==> config.mk <==
export PLATFORM = sky130hd
export DESIGN_NAME = dat_engine_end_flat
export DESIGN_NICKNAME = d
export VERILOG_FILES = /design/src/include/dat_pkg.sv /design/src/include/dat_fabric_if.sv /design/src/logic/dat_addr_track.sv /design/src/logic/dat_engine_end.sv /design/src/flat_wrapper.sv
export SDC_FILE = /design/constraint.sdc
export NUM_CORES = 2
export LEC_CHECK = 0
export BUFFER_PORTS_ARGS = -buffer_cell sky130_fd_sc_hd__buf_4
export CAP_MARGIN = 20
export CELL_PAD_IN_SITES_DETAIL_PLACEMENT = 2
export CELL_PAD_IN_SITES_GLOBAL_PLACEMENT = 2
export CORE_ASPECT_RATIO = 1.25
export CORE_MARGIN = 2
export CORE_UTILIZATION = 37
export CTS_BUF_LIST = sky130_fd_sc_hd__clkbuf_16
export DETAILED_ROUTE_END_ITERATION = 7
export PLACE_DENSITY_LB_ADDON = 0.1
export SYNTH_ARGS = -nofsm -noshare
export SYNTH_HDL_FRONTEND = slang
export SYNTH_SLANG_ARGS = --single-unit
==> constraint.sdc <==
create_clock -name clk_i -period 5.8 [get_ports clk_i]
set_input_delay 0.29 -clock clk_i [delete_from_list [all_inputs] [get_ports clk_i]]
set_output_delay 0.29 -clock clk_i [all_outputs]
set_load 0.03 [all_outputs]
==> src/include/dat_pkg.sv <==
// Shared constants, types and helpers for the DMA address-tracking block.
// Assumes a single clock and a synchronous, active-high reset at every user.
package dat_pkg;

  // Channel count, address width and link field widths.
  localparam int unsigned DAT_CHANNELS = 2;
  localparam int unsigned DAT_CH_W = 1;
  localparam int unsigned DAT_AW = 64;
  localparam int unsigned DAT_BEATS_W = 5;
  localparam int unsigned DAT_WB_AW = 12;

  ////////////////////////////////////////////////////////////////////////////
  // Register offsets of channel 0, further channels following at the stride, and the shared channel-on register.
  localparam logic [11:0] DAT_OFS_SRC_LO = 12'h800;
  localparam logic [11:0] DAT_OFS_SRC_HI = 12'h804;
  localparam logic [11:0] DAT_OFS_DST_LO = 12'h808;
  localparam logic [11:0] DAT_OFS_DST_HI = 12'h80C;
  localparam logic [11:0] DAT_OFS_CHANNEL_CONTROL_LOW = 12'h818;
  localparam logic [11:0] DAT_OFS_CTL_HI = 12'h81C;
  localparam logic [11:0] DAT_CH_STRIDE = 12'h058;
  localparam logic [11:0] DAT_OFS_CHAN_ON = 12'hBA0;
  localparam logic [31:0] DAT_RST_WORD = 32'h0000_0000;

  ////////////////////////////////////////////////////////////////////////////
  // Field positions inside the control words.
  localparam int unsigned DAT_SRC_HOLD_BIT = 10;
  localparam int unsigned DAT_DST_HOLD_BIT = 8;
  localparam int unsigned DAT_BLK_LSB = 0;
  localparam int unsigned DAT_BLK_W = 17;

  // Every beat moves one doubleword; addresses carry no byte offset.
  localparam int unsigned DAT_ALIGN_BITS = 2;
  localparam int unsigned DAT_BEAT_BYTES = 4;
  localparam int unsigned DAT_MAX_BEATS = 4;

  typedef enum logic [1:0] {DAT_ST_IDLE, DAT_ST_READ, DAT_ST_WRITE} dat_state_e;

  // Byte-lane merge of a bus write into a stored word.
  function automatic logic [31:0] dat_merge(input logic [31:0] old_w,
                                            input logic [31:0] new_w,
                                            input logic [3:0] sel);
    for (int b = 0; b < 4; b++) begin
      dat_merge[8*b +: 8] = sel[b] ? new_w[8*b +: 8] : old_w[8*b +: 8];
    end
  endfunction

  // Clears the byte offset so only doubleword addresses are issued.
  function automatic logic [DAT_AW-1:0] dat_align(input logic [DAT_AW-1:0] a);
    dat_align = {a[DAT_AW-1:DAT_ALIGN_BITS], {DAT_ALIGN_BITS{1'b0}}};
  endfunction

  // Picks the lowest requesting channel, or keeps the owner of an open offer.
  function automatic logic [DAT_CH_W-1:0] dat_pick(input logic [DAT_CHANNELS-1:0] req,
                                                   input logic busy,
                                                   input logic [DAT_CH_W-1:0] own);
    dat_pick = own;
    if (!busy) begin
      for (int c = DAT_CHANNELS - 1; c >= 0; c--) begin
        if (req[c]) begin
          dat_pick = DAT_CH_W'(c);
        end
      end
    end
  endfunction

endpackage

==> src/include/dat_fabric_if.sv <==
// Command link between the DMA engine and the system fabric.
// Assumes both ends run on the same clock; the testbench ties them together.
interface dat_fabric_if;
  import dat_pkg::*;

  // Read command channel.
  logic rd_valid;
  logic rd_ready;
  logic [DAT_AW-1:0] rd_addr;
  logic [DAT_BEATS_W-1:0] rd_beats;
  logic [DAT_CH_W-1:0] rd_chan;

  // Write command channel.
  logic wr_valid;
  logic wr_ready;
  logic [DAT_AW-1:0] wr_addr;
  logic [DAT_BEATS_W-1:0] wr_beats;
  logic [DAT_CH_W-1:0] wr_chan;

  modport engine (
    output rd_valid, rd_addr, rd_beats, rd_chan,
    input rd_ready,
    output wr_valid, wr_addr, wr_beats, wr_chan,
    input wr_ready
  );

  modport fabric (
    input rd_valid, rd_addr, rd_beats, rd_chan,
    output rd_ready,
    input wr_valid, wr_addr, wr_beats, wr_chan,
    output wr_ready
  );
endinterface

==> src/logic/dat_addr_track.sv <==
// One programmed/working/last-issued address triple for one direction of a channel.
// Assumes the caller gates descriptor loads to times when the channel is off.
module dat_addr_track
  import dat_pkg::*;
(
  input wire logic clk_i,
  input wire logic rst_i,
  input wire logic wr_lo_i,
  input wire logic wr_hi_i,
  input wire logic [31:0] wdata_i,
  input wire logic [3:0] sel_i,
  input wire logic desc_i,
  input wire logic [DAT_AW-1:0] desc_addr_i,
  input wire logic start_i,
  input wire logic adv_i,
  input wire logic hold_i,
  input wire logic [DAT_BLK_W-1:0] step_i,
  input wire logic on_i,
  output logic [DAT_AW-1:0] work_addr_o,
  output logic [DAT_AW-1:0] rb_o
);

  logic [DAT_AW-1:0] prog_q, prog_d;
  logic [DAT_AW-1:0] work_q, work_d;
  logic [DAT_AW-1:0] last_q, last_d;
  wire logic [DAT_AW-1:0] prog_al = dat_align(prog_q);

  ////////////////////////////////////////////////////////////////////////////
  // Programmed value: software halves or a chain descriptor, kept apart.
  always_comb begin
    prog_d = prog_q;
    if (desc_i) begin
      prog_d = desc_addr_i;
    end
    if (wr_lo_i) begin
      prog_d[31:0] = dat_merge(prog_q[31:0], wdata_i, sel_i);
    end
    if (wr_hi_i) begin
      prog_d[63:32] = dat_merge(prog_q[63:32], wdata_i, sel_i);
    end
  end

  // Working and last-issued addresses; a fabric issue records then advances.
  always_comb begin
    work_d = work_q;
    last_d = last_q;
    if (start_i) begin
      work_d = prog_al;
      last_d = prog_al;
    end else if (adv_i) begin
      last_d = work_q;
      if (!hold_i) begin
        work_d = work_q + DAT_AW'(step_i);
      end
    end
  end

  // State update.
  always_ff @(posedge clk_i) begin
    if (rst_i) begin
      prog_q <= '0;
      work_q <= '0;
      last_q <= '0;
    end else begin
      prog_q <= prog_d;
      work_q <= work_d;
      last_q <= last_d;
    end
  end

  // Read-back shows the last issued address while on, else the programmed one.
  assign work_addr_o = work_q;
  assign rb_o = on_i ? last_q : prog_q;

endmodule

==> src/logic/dat_engine_end.sv <==
// Engine end: per-channel address registers, a Wishbone register slave,
// and a simple read-burst/write-burst sequencer that issues on the link.
// Assumes classic Wishbone from one master and a fabric that may stall.
module dat_engine_end
  import dat_pkg::*;
#(
  parameter int unsigned MAX_BEATS = DAT_MAX_BEATS
) (
  input wire logic clk_i,
  input wire logic rst_i,
  input wire logic wb_cyc_i,
  input wire logic wb_stb_i,
  input wire logic wb_we_i,
  input wire logic [DAT_WB_AW-1:0] wb_adr_i,
  input wire logic [3:0] wb_sel_i,
  input wire logic [31:0] wb_dat_i,
  output logic [31:0] wb_dat_o,
  output logic wb_ack_o,
  input wire logic desc_load_i,
  input wire logic [DAT_CH_W-1:0] desc_chan_i,
  input wire logic [DAT_AW-1:0] desc_src_i,
  input wire logic [DAT_AW-1:0] desc_dst_i,
  output logic [DAT_CHANNELS-1:0] channel_on_o,
  dat_fabric_if.engine link
);

  // Refuse a zero burst length and burst lengths the beat field cannot carry.
  if (MAX_BEATS < 1 || MAX_BEATS >= (1 << DAT_BEATS_W)) begin : g_chk
    $error("MAX_BEATS out of range for the beat field");
  end

  localparam logic [DAT_BLK_W:0] MAX_BYTES = (DAT_BLK_W+1)'(MAX_BEATS * DAT_BEAT_BYTES);
  localparam logic [DAT_BLK_W:0] ROUND_UP = (DAT_BLK_W+1)'(DAT_BEAT_BYTES - 1);

  // True when a byte address names one register of the given channel.
  function automatic logic dat_hit(input logic [DAT_WB_AW-1:0] adr,
                                   input logic [11:0] ofs, input int c);
    dat_hit = adr == (ofs + 12'(c) * DAT_CH_STRIDE);
  endfunction

  ////////////////////////////////////////////////////////////////////////////
  // Wishbone slave: ack one cycle after the strobe, dropped the next cycle.
  logic ack_q;
  logic [31:0] rdat_q, rdat_d;
  logic [DAT_CHANNELS-1:0] on_q, on_d;
  wire logic wb_req = wb_cyc_i && wb_stb_i && !ack_q;
  wire logic wb_wr = wb_req && wb_we_i;
  wire logic h_on = wb_adr_i == DAT_OFS_CHAN_ON;
  wire logic wr_on = wb_wr && h_on && wb_sel_i[0];
  logic [31:0] ch_rd [DAT_CHANNELS];

  // Link request, grant and payload per channel.
  logic [DAT_CHANNELS-1:0] rd_req, wr_req;
  logic [DAT_AW-1:0] src_work [DAT_CHANNELS];
  logic [DAT_AW-1:0] dst_work [DAT_CHANNELS];
  logic [DAT_BEATS_W-1:0] ch_beats [DAT_CHANNELS];
  logic rd_hold_q, wr_hold_q;
  logic [DAT_CH_W-1:0] rd_own_q, wr_own_q;
  wire logic [DAT_CH_W-1:0] rd_ch = dat_pick(rd_req, rd_hold_q, rd_own_q);
  wire logic [DAT_CH_W-1:0] wr_ch = dat_pick(wr_req, wr_hold_q, wr_own_q);

  // Offers on the link are muxed from the owning channel; the beat count is computed from its rem_q.
  assign link.rd_valid = rd_req[rd_ch];
  assign link.rd_addr = src_work[rd_ch];
  assign link.rd_beats = ch_beats[rd_ch];
  assign link.rd_chan = rd_ch;
  assign link.wr_valid = wr_req[wr_ch];
  assign link.wr_addr = dst_work[wr_ch];
  assign link.wr_beats = ch_beats[wr_ch];
  assign link.wr_chan = wr_ch;
  assign channel_on_o = on_q;

  ////////////////////////////////////////////////////////////////////////////
  // One channel: control words, sequencer and two address trackers.
  for (genvar c = 0; c < DAT_CHANNELS; c++) begin : g_ch
    wire logic h_slo = dat_hit(wb_adr_i, DAT_OFS_SRC_LO, c);
    wire logic h_shi = dat_hit(wb_adr_i, DAT_OFS_SRC_HI, c);
    wire logic h_dlo = dat_hit(wb_adr_i, DAT_OFS_DST_LO, c);
    wire logic h_dhi = dat_hit(wb_adr_i, DAT_OFS_DST_HI, c);
    wire logic h_cl = dat_hit(wb_adr_i, DAT_OFS_CHANNEL_CONTROL_LOW, c);
    wire logic h_chh = dat_hit(wb_adr_i, DAT_OFS_CTL_HI, c);
    logic [31:0] channel_control_low_q, ctl_hi_q;
    dat_state_e st_q, st_d;
    logic [DAT_BLK_W-1:0] rem_q, rem_d;
    logic [DAT_AW-1:0] src_rb, dst_rb;

    wire logic [DAT_BLK_W-1:0] blk = ctl_hi_q[DAT_BLK_LSB +: DAT_BLK_W];
    wire logic [DAT_BLK_W:0] rem_up = ({1'b0, rem_q} + ROUND_UP) >> DAT_ALIGN_BITS;
    wire logic [DAT_BLK_W:0] want = rem_up << DAT_ALIGN_BITS;
    wire logic [DAT_BLK_W-1:0] step = DAT_BLK_W'((want > MAX_BYTES) ? MAX_BYTES : want);
    wire logic rd_gnt = link.rd_valid && link.rd_ready && rd_ch == DAT_CH_W'(c);
    wire logic wr_gnt = link.wr_valid && link.wr_ready && wr_ch == DAT_CH_W'(c);
    wire logic start = wr_on && wb_dat_i[c] && !on_q[c];
    wire logic abort = wr_on && !wb_dat_i[c];
    wire logic last = st_q == DAT_ST_WRITE && wr_gnt && rem_q <= step;
    wire logic done = last || (start && blk == '0);
    wire logic desc = desc_load_i && desc_chan_i == DAT_CH_W'(c) && !on_q[c];
    wire logic src_hold = channel_control_low_q[DAT_SRC_HOLD_BIT];
    wire logic dst_hold = channel_control_low_q[DAT_DST_HOLD_BIT];

    assign ch_beats[c] = DAT_BEATS_W'(step >> DAT_ALIGN_BITS);
    assign rd_req[c] = st_q == DAT_ST_READ;
    assign wr_req[c] = st_q == DAT_ST_WRITE;
    // Completion clears the on flag even when software rewrites it in that cycle.
    assign on_d[c] = wr_on ? (wb_dat_i[c] && !done) : (on_q[c] && !done);

    // Sequencer: read burst, then the matching write burst, until done.
    always_comb begin
      st_d = st_q;
      rem_d = rem_q;
      unique case (st_q)
        DAT_ST_IDLE: begin
          if (start && blk != '0) begin
            st_d = DAT_ST_READ;
            rem_d = blk;
          end
        end
        DAT_ST_READ: begin
          if (rd_gnt) begin
            st_d = DAT_ST_WRITE;
          end
        end
        DAT_ST_WRITE: begin
          if (wr_gnt) begin
            st_d = last ? DAT_ST_IDLE : DAT_ST_READ;
            rem_d = last ? '0 : rem_q - step;
          end
        end
      endcase
      if (abort) begin
        st_d = DAT_ST_IDLE;
      end
    end

    // Control words and sequencer state.
    always_ff @(posedge clk_i) begin
      if (rst_i) begin
        channel_control_low_q <= DAT_RST_WORD;
        ctl_hi_q <= DAT_RST_WORD;
        st_q <= DAT_ST_IDLE;
        rem_q <= '0;
      end else begin
        if (wb_wr && h_cl) begin
          channel_control_low_q <= dat_merge(channel_control_low_q, wb_dat_i, wb_sel_i);
        end
        if (wb_wr && h_chh) begin
          ctl_hi_q <= dat_merge(ctl_hi_q, wb_dat_i, wb_sel_i);
        end
        st_q <= st_d;
        rem_q <= rem_d;
      end
    end

    dat_addr_track u_src (
      .clk_i(clk_i), .rst_i(rst_i),
      .wr_lo_i(wb_wr && h_slo), .wr_hi_i(wb_wr && h_shi),
      .wdata_i(wb_dat_i), .sel_i(wb_sel_i),
      .desc_i(desc), .desc_addr_i(desc_src_i),
      .start_i(start), .adv_i(rd_gnt), .hold_i(src_hold), .step_i(step),
      .on_i(on_q[c]), .work_addr_o(src_work[c]), .rb_o(src_rb)
    );

    dat_addr_track u_dst (
      .clk_i(clk_i), .rst_i(rst_i),
      .wr_lo_i(wb_wr && h_dlo), .wr_hi_i(wb_wr && h_dhi),
      .wdata_i(wb_dat_i), .sel_i(wb_sel_i),
      .desc_i(desc), .desc_addr_i(desc_dst_i),
      .start_i(start), .adv_i(wr_gnt), .hold_i(dst_hold), .step_i(step),
      .on_i(on_q[c]), .work_addr_o(dst_work[c]), .rb_o(dst_rb)
    );

    // Read data of this channel, zero when no register of it is addressed.
    assign ch_rd[c] = ({32{h_slo}} & src_rb[31:0]) | ({32{h_shi}} & src_rb[63:32])
                    | ({32{h_dlo}} & dst_rb[31:0]) | ({32{h_dhi}} & dst_rb[63:32])
                    | ({32{h_cl}} & channel_control_low_q) | ({32{h_chh}} & ctl_hi_q);
  end

  // Read mux; an unmapped address answers with zero.
  always_comb begin
    rdat_d = h_on ? 32'(on_q) : DAT_RST_WORD;
    for (int c = 0; c < DAT_CHANNELS; c++) begin
      rdat_d = rdat_d | ch_rd[c];
    end
  end

  ////////////////////////////////////////////////////////////////////////////
  // Bus answer, channel-on flags and the link offer locks.
  always_ff @(posedge clk_i) begin
    if (rst_i) begin
      ack_q <= 1'b0;
      rdat_q <= DAT_RST_WORD;
      on_q <= '0;
      rd_hold_q <= 1'b0;
      wr_hold_q <= 1'b0;
      rd_own_q <= '0;
      wr_own_q <= '0;
    end else begin
      ack_q <= wb_req;
      if (wb_req) begin
        rdat_q <= rdat_d;
      end
      on_q <= on_d;
      rd_hold_q <= link.rd_valid && !link.rd_ready;
      wr_hold_q <= link.wr_valid && !link.wr_ready;
      rd_own_q <= rd_ch;
      wr_own_q <= wr_ch;
    end
  end

  assign wb_ack_o = ack_q;
  assign wb_dat_o = rdat_q;

endmodule

==> src/flat_wrapper.sv <==
// flat-port wrapper written by rule: the top's interface ports become plain ports
module dat_engine_end_flat import dat_pkg::*;
#(
  parameter int unsigned MAX_BEATS = DAT_MAX_BEATS
)
  (clk_i, rst_i, wb_cyc_i, wb_stb_i, wb_we_i, wb_adr_i, wb_sel_i, wb_dat_i, wb_dat_o, wb_ack_o, desc_load_i, desc_chan_i, desc_src_i, desc_dst_i, channel_on_o, link_rd_valid, link_rd_addr, link_rd_beats, link_rd_chan, link_rd_ready, link_wr_valid, link_wr_addr, link_wr_beats, link_wr_chan, link_wr_ready);
  dat_fabric_if link_i ();
  input wire logic clk_i;
  input wire logic rst_i;
  input wire logic wb_cyc_i;
  input wire logic wb_stb_i;
  input wire logic wb_we_i;
  input wire logic [DAT_WB_AW-1:0] wb_adr_i;
  input wire logic [3:0] wb_sel_i;
  input wire logic [31:0] wb_dat_i;
  output logic [31:0] wb_dat_o;
  output logic wb_ack_o;
  input wire logic desc_load_i;
  input wire logic [DAT_CH_W-1:0] desc_chan_i;
  input wire logic [DAT_AW-1:0] desc_src_i;
  input wire logic [DAT_AW-1:0] desc_dst_i;
  output logic [DAT_CHANNELS-1:0] channel_on_o;
  output wire logic [$bits(link_i.rd_valid)-1:0] link_rd_valid;
  output wire logic [$bits(link_i.rd_addr)-1:0] link_rd_addr;
  output wire logic [$bits(link_i.rd_beats)-1:0] link_rd_beats;
  output wire logic [$bits(link_i.rd_chan)-1:0] link_rd_chan;
  input wire logic [$bits(link_i.rd_ready)-1:0] link_rd_ready;
  output wire logic [$bits(link_i.wr_valid)-1:0] link_wr_valid;
  output wire logic [$bits(link_i.wr_addr)-1:0] link_wr_addr;
  output wire logic [$bits(link_i.wr_beats)-1:0] link_wr_beats;
  output wire logic [$bits(link_i.wr_chan)-1:0] link_wr_chan;
  input wire logic [$bits(link_i.wr_ready)-1:0] link_wr_ready;
  assign link_rd_valid = link_i.rd_valid;
  assign link_rd_addr = link_i.rd_addr;
  assign link_rd_beats = link_i.rd_beats;
  assign link_rd_chan = link_i.rd_chan;
  assign link_i.rd_ready = link_rd_ready;
  assign link_wr_valid = link_i.wr_valid;
  assign link_wr_addr = link_i.wr_addr;
  assign link_wr_beats = link_i.wr_beats;
  assign link_wr_chan = link_i.wr_chan;
  assign link_i.wr_ready = link_wr_ready;
  dat_engine_end #(.MAX_BEATS(MAX_BEATS)) u_core (.clk_i(clk_i), .rst_i(rst_i), .wb_cyc_i(wb_cyc_i), .wb_stb_i(wb_stb_i), .wb_we_i(wb_we_i), .wb_adr_i(wb_adr_i), .wb_sel_i(wb_sel_i), .wb_dat_i(wb_dat_i), .wb_dat_o(wb_dat_o), .wb_ack_o(wb_ack_o), .desc_load_i(desc_load_i), .desc_chan_i(desc_chan_i), .desc_src_i(desc_src_i), .desc_dst_i(desc_dst_i), .channel_on_o(channel_on_o), .link(link_i));
endmodule
After elaboration in Yosys (flattened, before gate mapping) --
Index checks and enable logic that the tools add are counted.
Word-level totals: register bits 973, bits of input ports 185, output and inout bits 177, logic and storage cells 410
Cells by class: $add $sub $neg 8, order comparisons 8, equal/unequal tests 59, multiplexer cells 85, bitwise gates (word level) 33, reduce and logical (&&, ||, !) cells 142
Operators with widths (number):
- two-way mux 64 bit | 34
- AND 32 bit | 12
- bitwise OR 32 bit | 12
- adder 64 x 17 -> 64 bit | 4
- two-way mux 32 bit | 8
- == test 12 bit (second input constant) | 13
- two-way mux 17 bit | 8
- AND reduction 2 bit | 56
- inequality test 2 bit (second input constant) | 40
- one-hot mux 17 bit (2 select lines) | 2
- logical AND 1 bit | 47
- adder 17 x 2 -> 18 bit (second input constant) | 2
- > comparator 18 x 5 -> 1 bit (second input constant) | 2
- <= comparator 17 bit | 2
- logical NOT 17 bit | 2
- nonzero test 17 bit | 2
- subtractor 17 bit | 2
- two-way mux 8 bit | 4
- two-way mux 5 bit | 6
- nonzero test 2 bit | 14
- two-way mux 1 bit | 14
- two-way mux 2 bit | 7
- one-hot mux 2 bit (3 select lines) | 2
- AND reduction 3 bit | 4
- 11 further kinds | 36

Logic depth before layout (Yosys ltp) --
depth after elaboration 14, depth in mapped cells 20

By module --
Synthesis repeated with hierarchy kept, for this count alone.
Unflattened totals: cell total of the unflattened synthesis 6945, area, all modules 55693.4 sq um
By module, submodules not included:
- dat_addr_track at u_core.g_ch[0].u_src ... | instances 2, cells each 1273, area each 10630.2 sq um, sequential area each 3843.7 sq um
- dat_engine_end | instances 1, cells each 1841, area each 13025.0 sq um, sequential area each 4103.9 sq um
- dat_addr_track at u_core.g_ch[0].u_dst | instances 1, cells each 1273, area each 10749.1 sq um, sequential area each 3843.7 sq um
- dat_addr_track at u_core.g_ch[1].u_src | instances 1, cells each 1285, area each 10659.0 sq um, sequential area each 3843.7 sq um

Worst setup path before layout --
Ideal clock, no wire load.
path kind register -> register, from register u_core.g_ch[0].rem_q[6], to register u_core.g_ch[0].u_src.work_q[49], setup time 132 ps, data arrival time 4283 ps, setup slack 1384 ps, cell stages (with the launch flop) 19, buffers on the path 2, clock period less this slack 4416 ps, cell sequence dfxtp_1 clkbuf_1 nand4_1 nor3_1 nand3_1 a211oi_2 nand2_1 nor2_1 ha_1 a21o_1 a21oi_1 o21ai_0 a221oi_1 o21ai_0 o211ai_1 clkbuf_1 nor4_1 xnor2_1 a21oi_1
On the way: cells in the longest elaborated chain, start to end 7
Ends and longest elaborated chain:
- start, declared | line dat_engine_end.sv:84 | logic [DAT_BLK_W-1:0] rem_q, rem_d;
- start signal, assigned | line dat_engine_end.sv:150 | rem_q <= rem_d;
- adder 17 x 2 -> 18 bit * | line dat_engine_end.sv:88 | wire logic [DAT_BLK_W:0] rem_up = ({1'b0, rem_q} + ROUND_UP) >> DAT_ALIGN_BITS;
- > comparator 18 x 5 -> 1 bit | line dat_engine_end.sv:90 | wire logic [DAT_BLK_W-1:0] step = DAT_BLK_W'((want > MAX_BYTES) ? MAX_BYTES : want);
- two-way mux 17 bit * | line dat_engine_end.sv:90
- adder 64 x 17 -> 64 bit * | line dat_addr_track.sv:53 | work_d = work_q + DAT_AW'(step_i);
- two-way mux 64 bit * | line dat_addr_track.sv:52 | if (!hold_i) begin
- two-way mux 64 bit * | line dat_addr_track.sv:50 | end else if (adv_i) begin
- two-way mux 64 bit * | line dat_addr_track.sv:47 | if (start_i) begin
- end signal, assigned | line dat_addr_track.sv:66 | work_q <= work_d;
- end, declared | line dat_addr_track.sv:24 | logic [DAT_AW-1:0] work_q, work_d;
Every way passes the cells marked *; elsewhere a longest branch is shown, timed or not. The select of a mux whose other input is x is not followed. A chain may end at the register's enable or synchronous reset.

Worst setup path after layout --
from register u_core.g_ch[0].rem_q[0], to register u_core.g_ch[0].u_src.work_q[58]
Same word-level chain as after synthesis.

==> results.yml <==
timing:
  worst-slew-pin-transition_ns: 1.279
  final_min_period_over_clock_period: 0.9238
  slew_margin_rel: 0.1393
  fmax_mhz: 186.6
  skew_ns: 0.03345
  fin_tns_setup_ns: 0
  max_slew_vio_count: 0
  unrepaired_setup_endpoints_after_global_routing: "false"
  min_cycle_time_layout_ns: 5.358
  setup_viol: 0
  final_number_of_hold_violating_endpoints: 0
worst_setup_path:
  timing.critical_path.arrival_ns: 5.96
  timing.critical_path.slowest_stage_cell: "sky130_fd_sc_hd__a2111o_1"
  timing.critical_path.required_ns: 6.40
  critical-path-top-cell-by-count: "sky130_fd_sc_hd__a21oi_1"
  crit_path_cell_trace: "o211ai_1 > nor2_1 > a2111o_1 > a211oi_4 > nand2_1 > or3_1 > inv_1 > ha_1 > fa_1 > a21o_1 > a21oi_1 > o21ai_0 > nand3_1 > nand4_1 > a31oi_2 > buf_4 > nor4_1 > xnor2_1 > a21oi_1"
  crit_type: "register to register"
  reg2reg_slack_ns: 0.44
  startpoint_type: "register"
  worst-r2r-cell-count: 19
  critical_path.reg2reg.startpoint: "u_core.g_ch[0].rem_q[0]"
  crit_buf_inv: 2
  worst-path-max-fanout: 23
  crit_path_end_kind: "register"
  max_stage_delay_ns: 0.49
  critPathTopFamily: "compound AO/OA/AOI/OAI gates"
  reg2reg_to: "u_core.g_ch[0].u_src.work_addr_o[58]"
synthesis:
  async_reset_ff_frac: 0
  synth_enable_flop_cells: 0
  synth_cell_types: 90
  netlist_instances: 6365
  ys.flop_type: "sky130_fd_sc_hd__dfxtp_1"
  synthesis.yosys.warnings: 0
  synth.most_common_cell: "sky130_fd_sc_hd__dfxtp_1"
  synth_top_area_frac: 0.3751
  yosys_register_bits: 957
  avgSynthCellArea_um2: 8.024
  yosys-top-cells-count: "sky130_fd_sc_hd__dfxtp_1 (957), sky130_fd_sc_hd__nand2_1 (883), sky130_fd_sc_hd__a21oi_1 (701), sky130_fd_sc_hd__o21ai_0 (585), sky130_fd_sc_hd__nor2_1 (580)"
  sequential_area_share_after_synthesis: 0.3751
  synth_largest_area_cell: "sky130_fd_sc_hd__dfxtp_1"
  post_synth_main_area_contributors: "sky130_fd_sc_hd__dfxtp_1 (38%), sky130_fd_sc_hd__mux2i_1 (10%), sky130_fd_sc_hd__a21oi_1 (6.9%), sky130_fd_sc_hd__nand2_1 (6.5%), sky130_fd_sc_hd__o21ai_0 (5.7%)"
  syn-cell-area_mm2: 0.05107
cts:
  clock_insertion_delay_at_the_later_pin_of_the_skew_report_ns: 0.76
  tritoncts: "yes"
  root_buffer: "sky130_fd_sc_hd__clkbuf_16"
  clk_transition_reported_paths_ns: 0.06
  cts_max_level: 3
  cts.path.max_buffers: 3
  cts_num_sinks: 957
  cts_inserted_buffers: 110
die:
  num_io_pins: 362
  dieArea_mm2: 0.1410
  placementRows: 152
  die_width_um: 336.3
  design.core.area_mm2: 0.1371
  start_util: 0.3725
  die_h_um: 419.4
placement:
  globalplace.congestion: 0.9815
  number_of_buffer_cells_added_on_primary_ports: 353
  placed_cells: 8234
  dp_hpwl_mm: 204.7
global_route:
  grt_remaining_overflow: 0
  wire_length_of_the_first_global_routing_pass_mm: 412.8
  first_global_vias: 55980
  grt_antenna_before_repair: 28
  grt_use_total: 0.4020
  grt_max_degree: 142
detailed_routing:
  detailedRoute.firstIterationViolations: 5391
  detail_route.drc_violations: 0
  avgRoutedWirePerCell_um: 33.78
  detail_route.wirelength_mm: 291.6
  routed-via-count: 54980
  drt_first_pass_iters: 6
  post_drt_via_cell_ratio: 6.367
  remaining_antenna_violation_count: 0
final_layout:
  fin_nets: 6946
  area_growth_pct: 19.18
  fill_cells: 15310
  layout.cells.non_filler: 8634
  drive_above_1_share: 0.1181
  final_util: 0.4439
min_path:
  hold_crit_class: "input port to register"
  holdPathStages: 3
  min_delay_worst_endpoint: "u_core.g_ch[0].channel_control_low_q[24]"
  hold_path.startpoint: "wb_dat_i[24]"
power_and_ir_drop:
  p_total_w: 0.01526
  leakagePower_nw: 22.13
  power_density_mw_per_mm2: 250.7
  max-vdd-ir-drop_mv: 0.2396
job:
  maxCapViolations: 0
run_status:
  run_status: "finished clean"
-- timing repair --
item,in CTS,in global routing
gates resized for setup,0,4
hold buffers,176,0
buffers inserted,0,2
endpoints found under the hold margin,310,0
setup endpoints to repair,0,29
-- worst min-delay path: stages --
cell	delay [ns]
sky130_fd_sc_hd__buf_4	0.28
sky130_fd_sc_hd__nand2_1	0.13
sky130_fd_sc_hd__a21oi_1	0.06
-- sequential cells by signal, indices dropped and copies added (netlist names), 64 cells and up --
name	count
u_core.g_ch.u_dst.work_addr_o	124
u_core.g_ch.u_src.prog_q	128
u_core.g_ch.u_src.last_q	124
u_core.g_ch.ctl_hi_q	64
u_core.g_ch.u_dst.last_q	124
u_core.g_ch.u_dst.prog_q	128
u_core.g_ch.channel_control_low_q	64
u_core.g_ch.u_src.work_addr_o	124
-- final cells by class --
type                    instances  area, um2  share of cell area
clock inverters                89      634.4             0.01042
multi-input cells            4869      30070              0.4940
inverters                      85      324.1            0.005324
repair buffers                660       5525             0.09077
diodes                         14      35.03           0.0005756
well taps                    1848       2312             0.03799
clock buffers                 112       2803             0.04604
flip-flops and latches        957      19170              0.3149
-- routing by layer --
metal	wire (um)	global-route usage	part of all wire
met3	22740	0.07241	0.078
met1	119600	0.5168	0.41
met5	201	0.005930	0.00069
met4	21840	0.2649	0.075
met2	127200	0.6149	0.44
-- cells in the final DEF (no fill, tap or decap), drive strengths merged, types with 18 or more instances in the layout --
cell	n
nor3	67
a22oi	24
xor2	52
a21o	53
a2111oi	21
and3	52
buf	483
and2	21
mux2	73
clkbuf	113
o22ai	44
a21oi	701
inv	111
nand4	40
dlygate4sd3	176
nor2	580
o221ai	25
ha	74
conb	64
dfxtp	957
nand3	78
nand2b	18
nor4	106
a221oi	35
o211ai	19
a311oi	258
nand2	883
a211oi	38
mux2i	512
o21ai	586
xnor2	187
a31oi	32
clkinv	54
-- kinds of logic after synthesis --
group	synth area share
flip-flops	0.3751
AO/OA/AOI/OAI	0.2323
XOR/XNOR	0.04098
AND/OR/NAND/NOR	0.1698
other	0.0001470
buffers and inverters	0.04549
multiplexers	0.1164
adder cells (fa/ha/maj)	0.01970
-- power breakdown --
group / total (W) / internal, W / switching [W]
Sequential: 0.00685 / 0.00670 / 0.000148
Combinational: 0.00139 / 0.000412 / 0.000977
Clock: 0.00702 / 0.00380 / 0.00322
Total: 0.0153 / 0.0109 / 0.00435
-- how the worst max path moves through the flow --
stage | startpoint | end | slack [ns] | cells after the start
3_3_place_gp | u_core.g_ch[0].rem_q[1] | u_core.g_ch[0].u_dst.work_addr_o[48] | 0.54 | 19
4_1_cts | u_core.g_ch[0].rem_q[1] | u_core.g_ch[0].u_dst.work_addr_o[20] | 0.36 | 19
3_5_place_dp | u_core.g_ch[0].rem_q[6] | u_core.g_ch[0].u_dst.work_addr_o[20] | 0.38 | 19
2_1_floorplan | u_core.g_ch[0].rem_q[6] | u_core.g_ch[0].u_src.work_addr_o[49] | 1.38 | 18
5_1_grt | u_core.g_ch[0].rem_q[0] | u_core.g_ch[0].u_src.work_addr_o[36] | 0.07 | 19
6_report | u_core.g_ch[0].rem_q[0] | u_core.g_ch[0].u_src.work_addr_o[58] | 0.44 | 19
-- stage by stage --
stage | instance area, um2 | setup slack, ns | hold slack (ns)
after detailed placement | 55550 | 0.3792 | 0.4518
after floorplan | 51310 | 1.384 | 0.3658
after CTS | 60750 | 0.3618 | 0.002353
after global placement | 55540 | 0.5434 | 0.4380
after global routing | 60840 | 0.06749 | 0.04208
final | 60870 | 0.4420 | 0.04585
(Power assumes the default switching activity.)
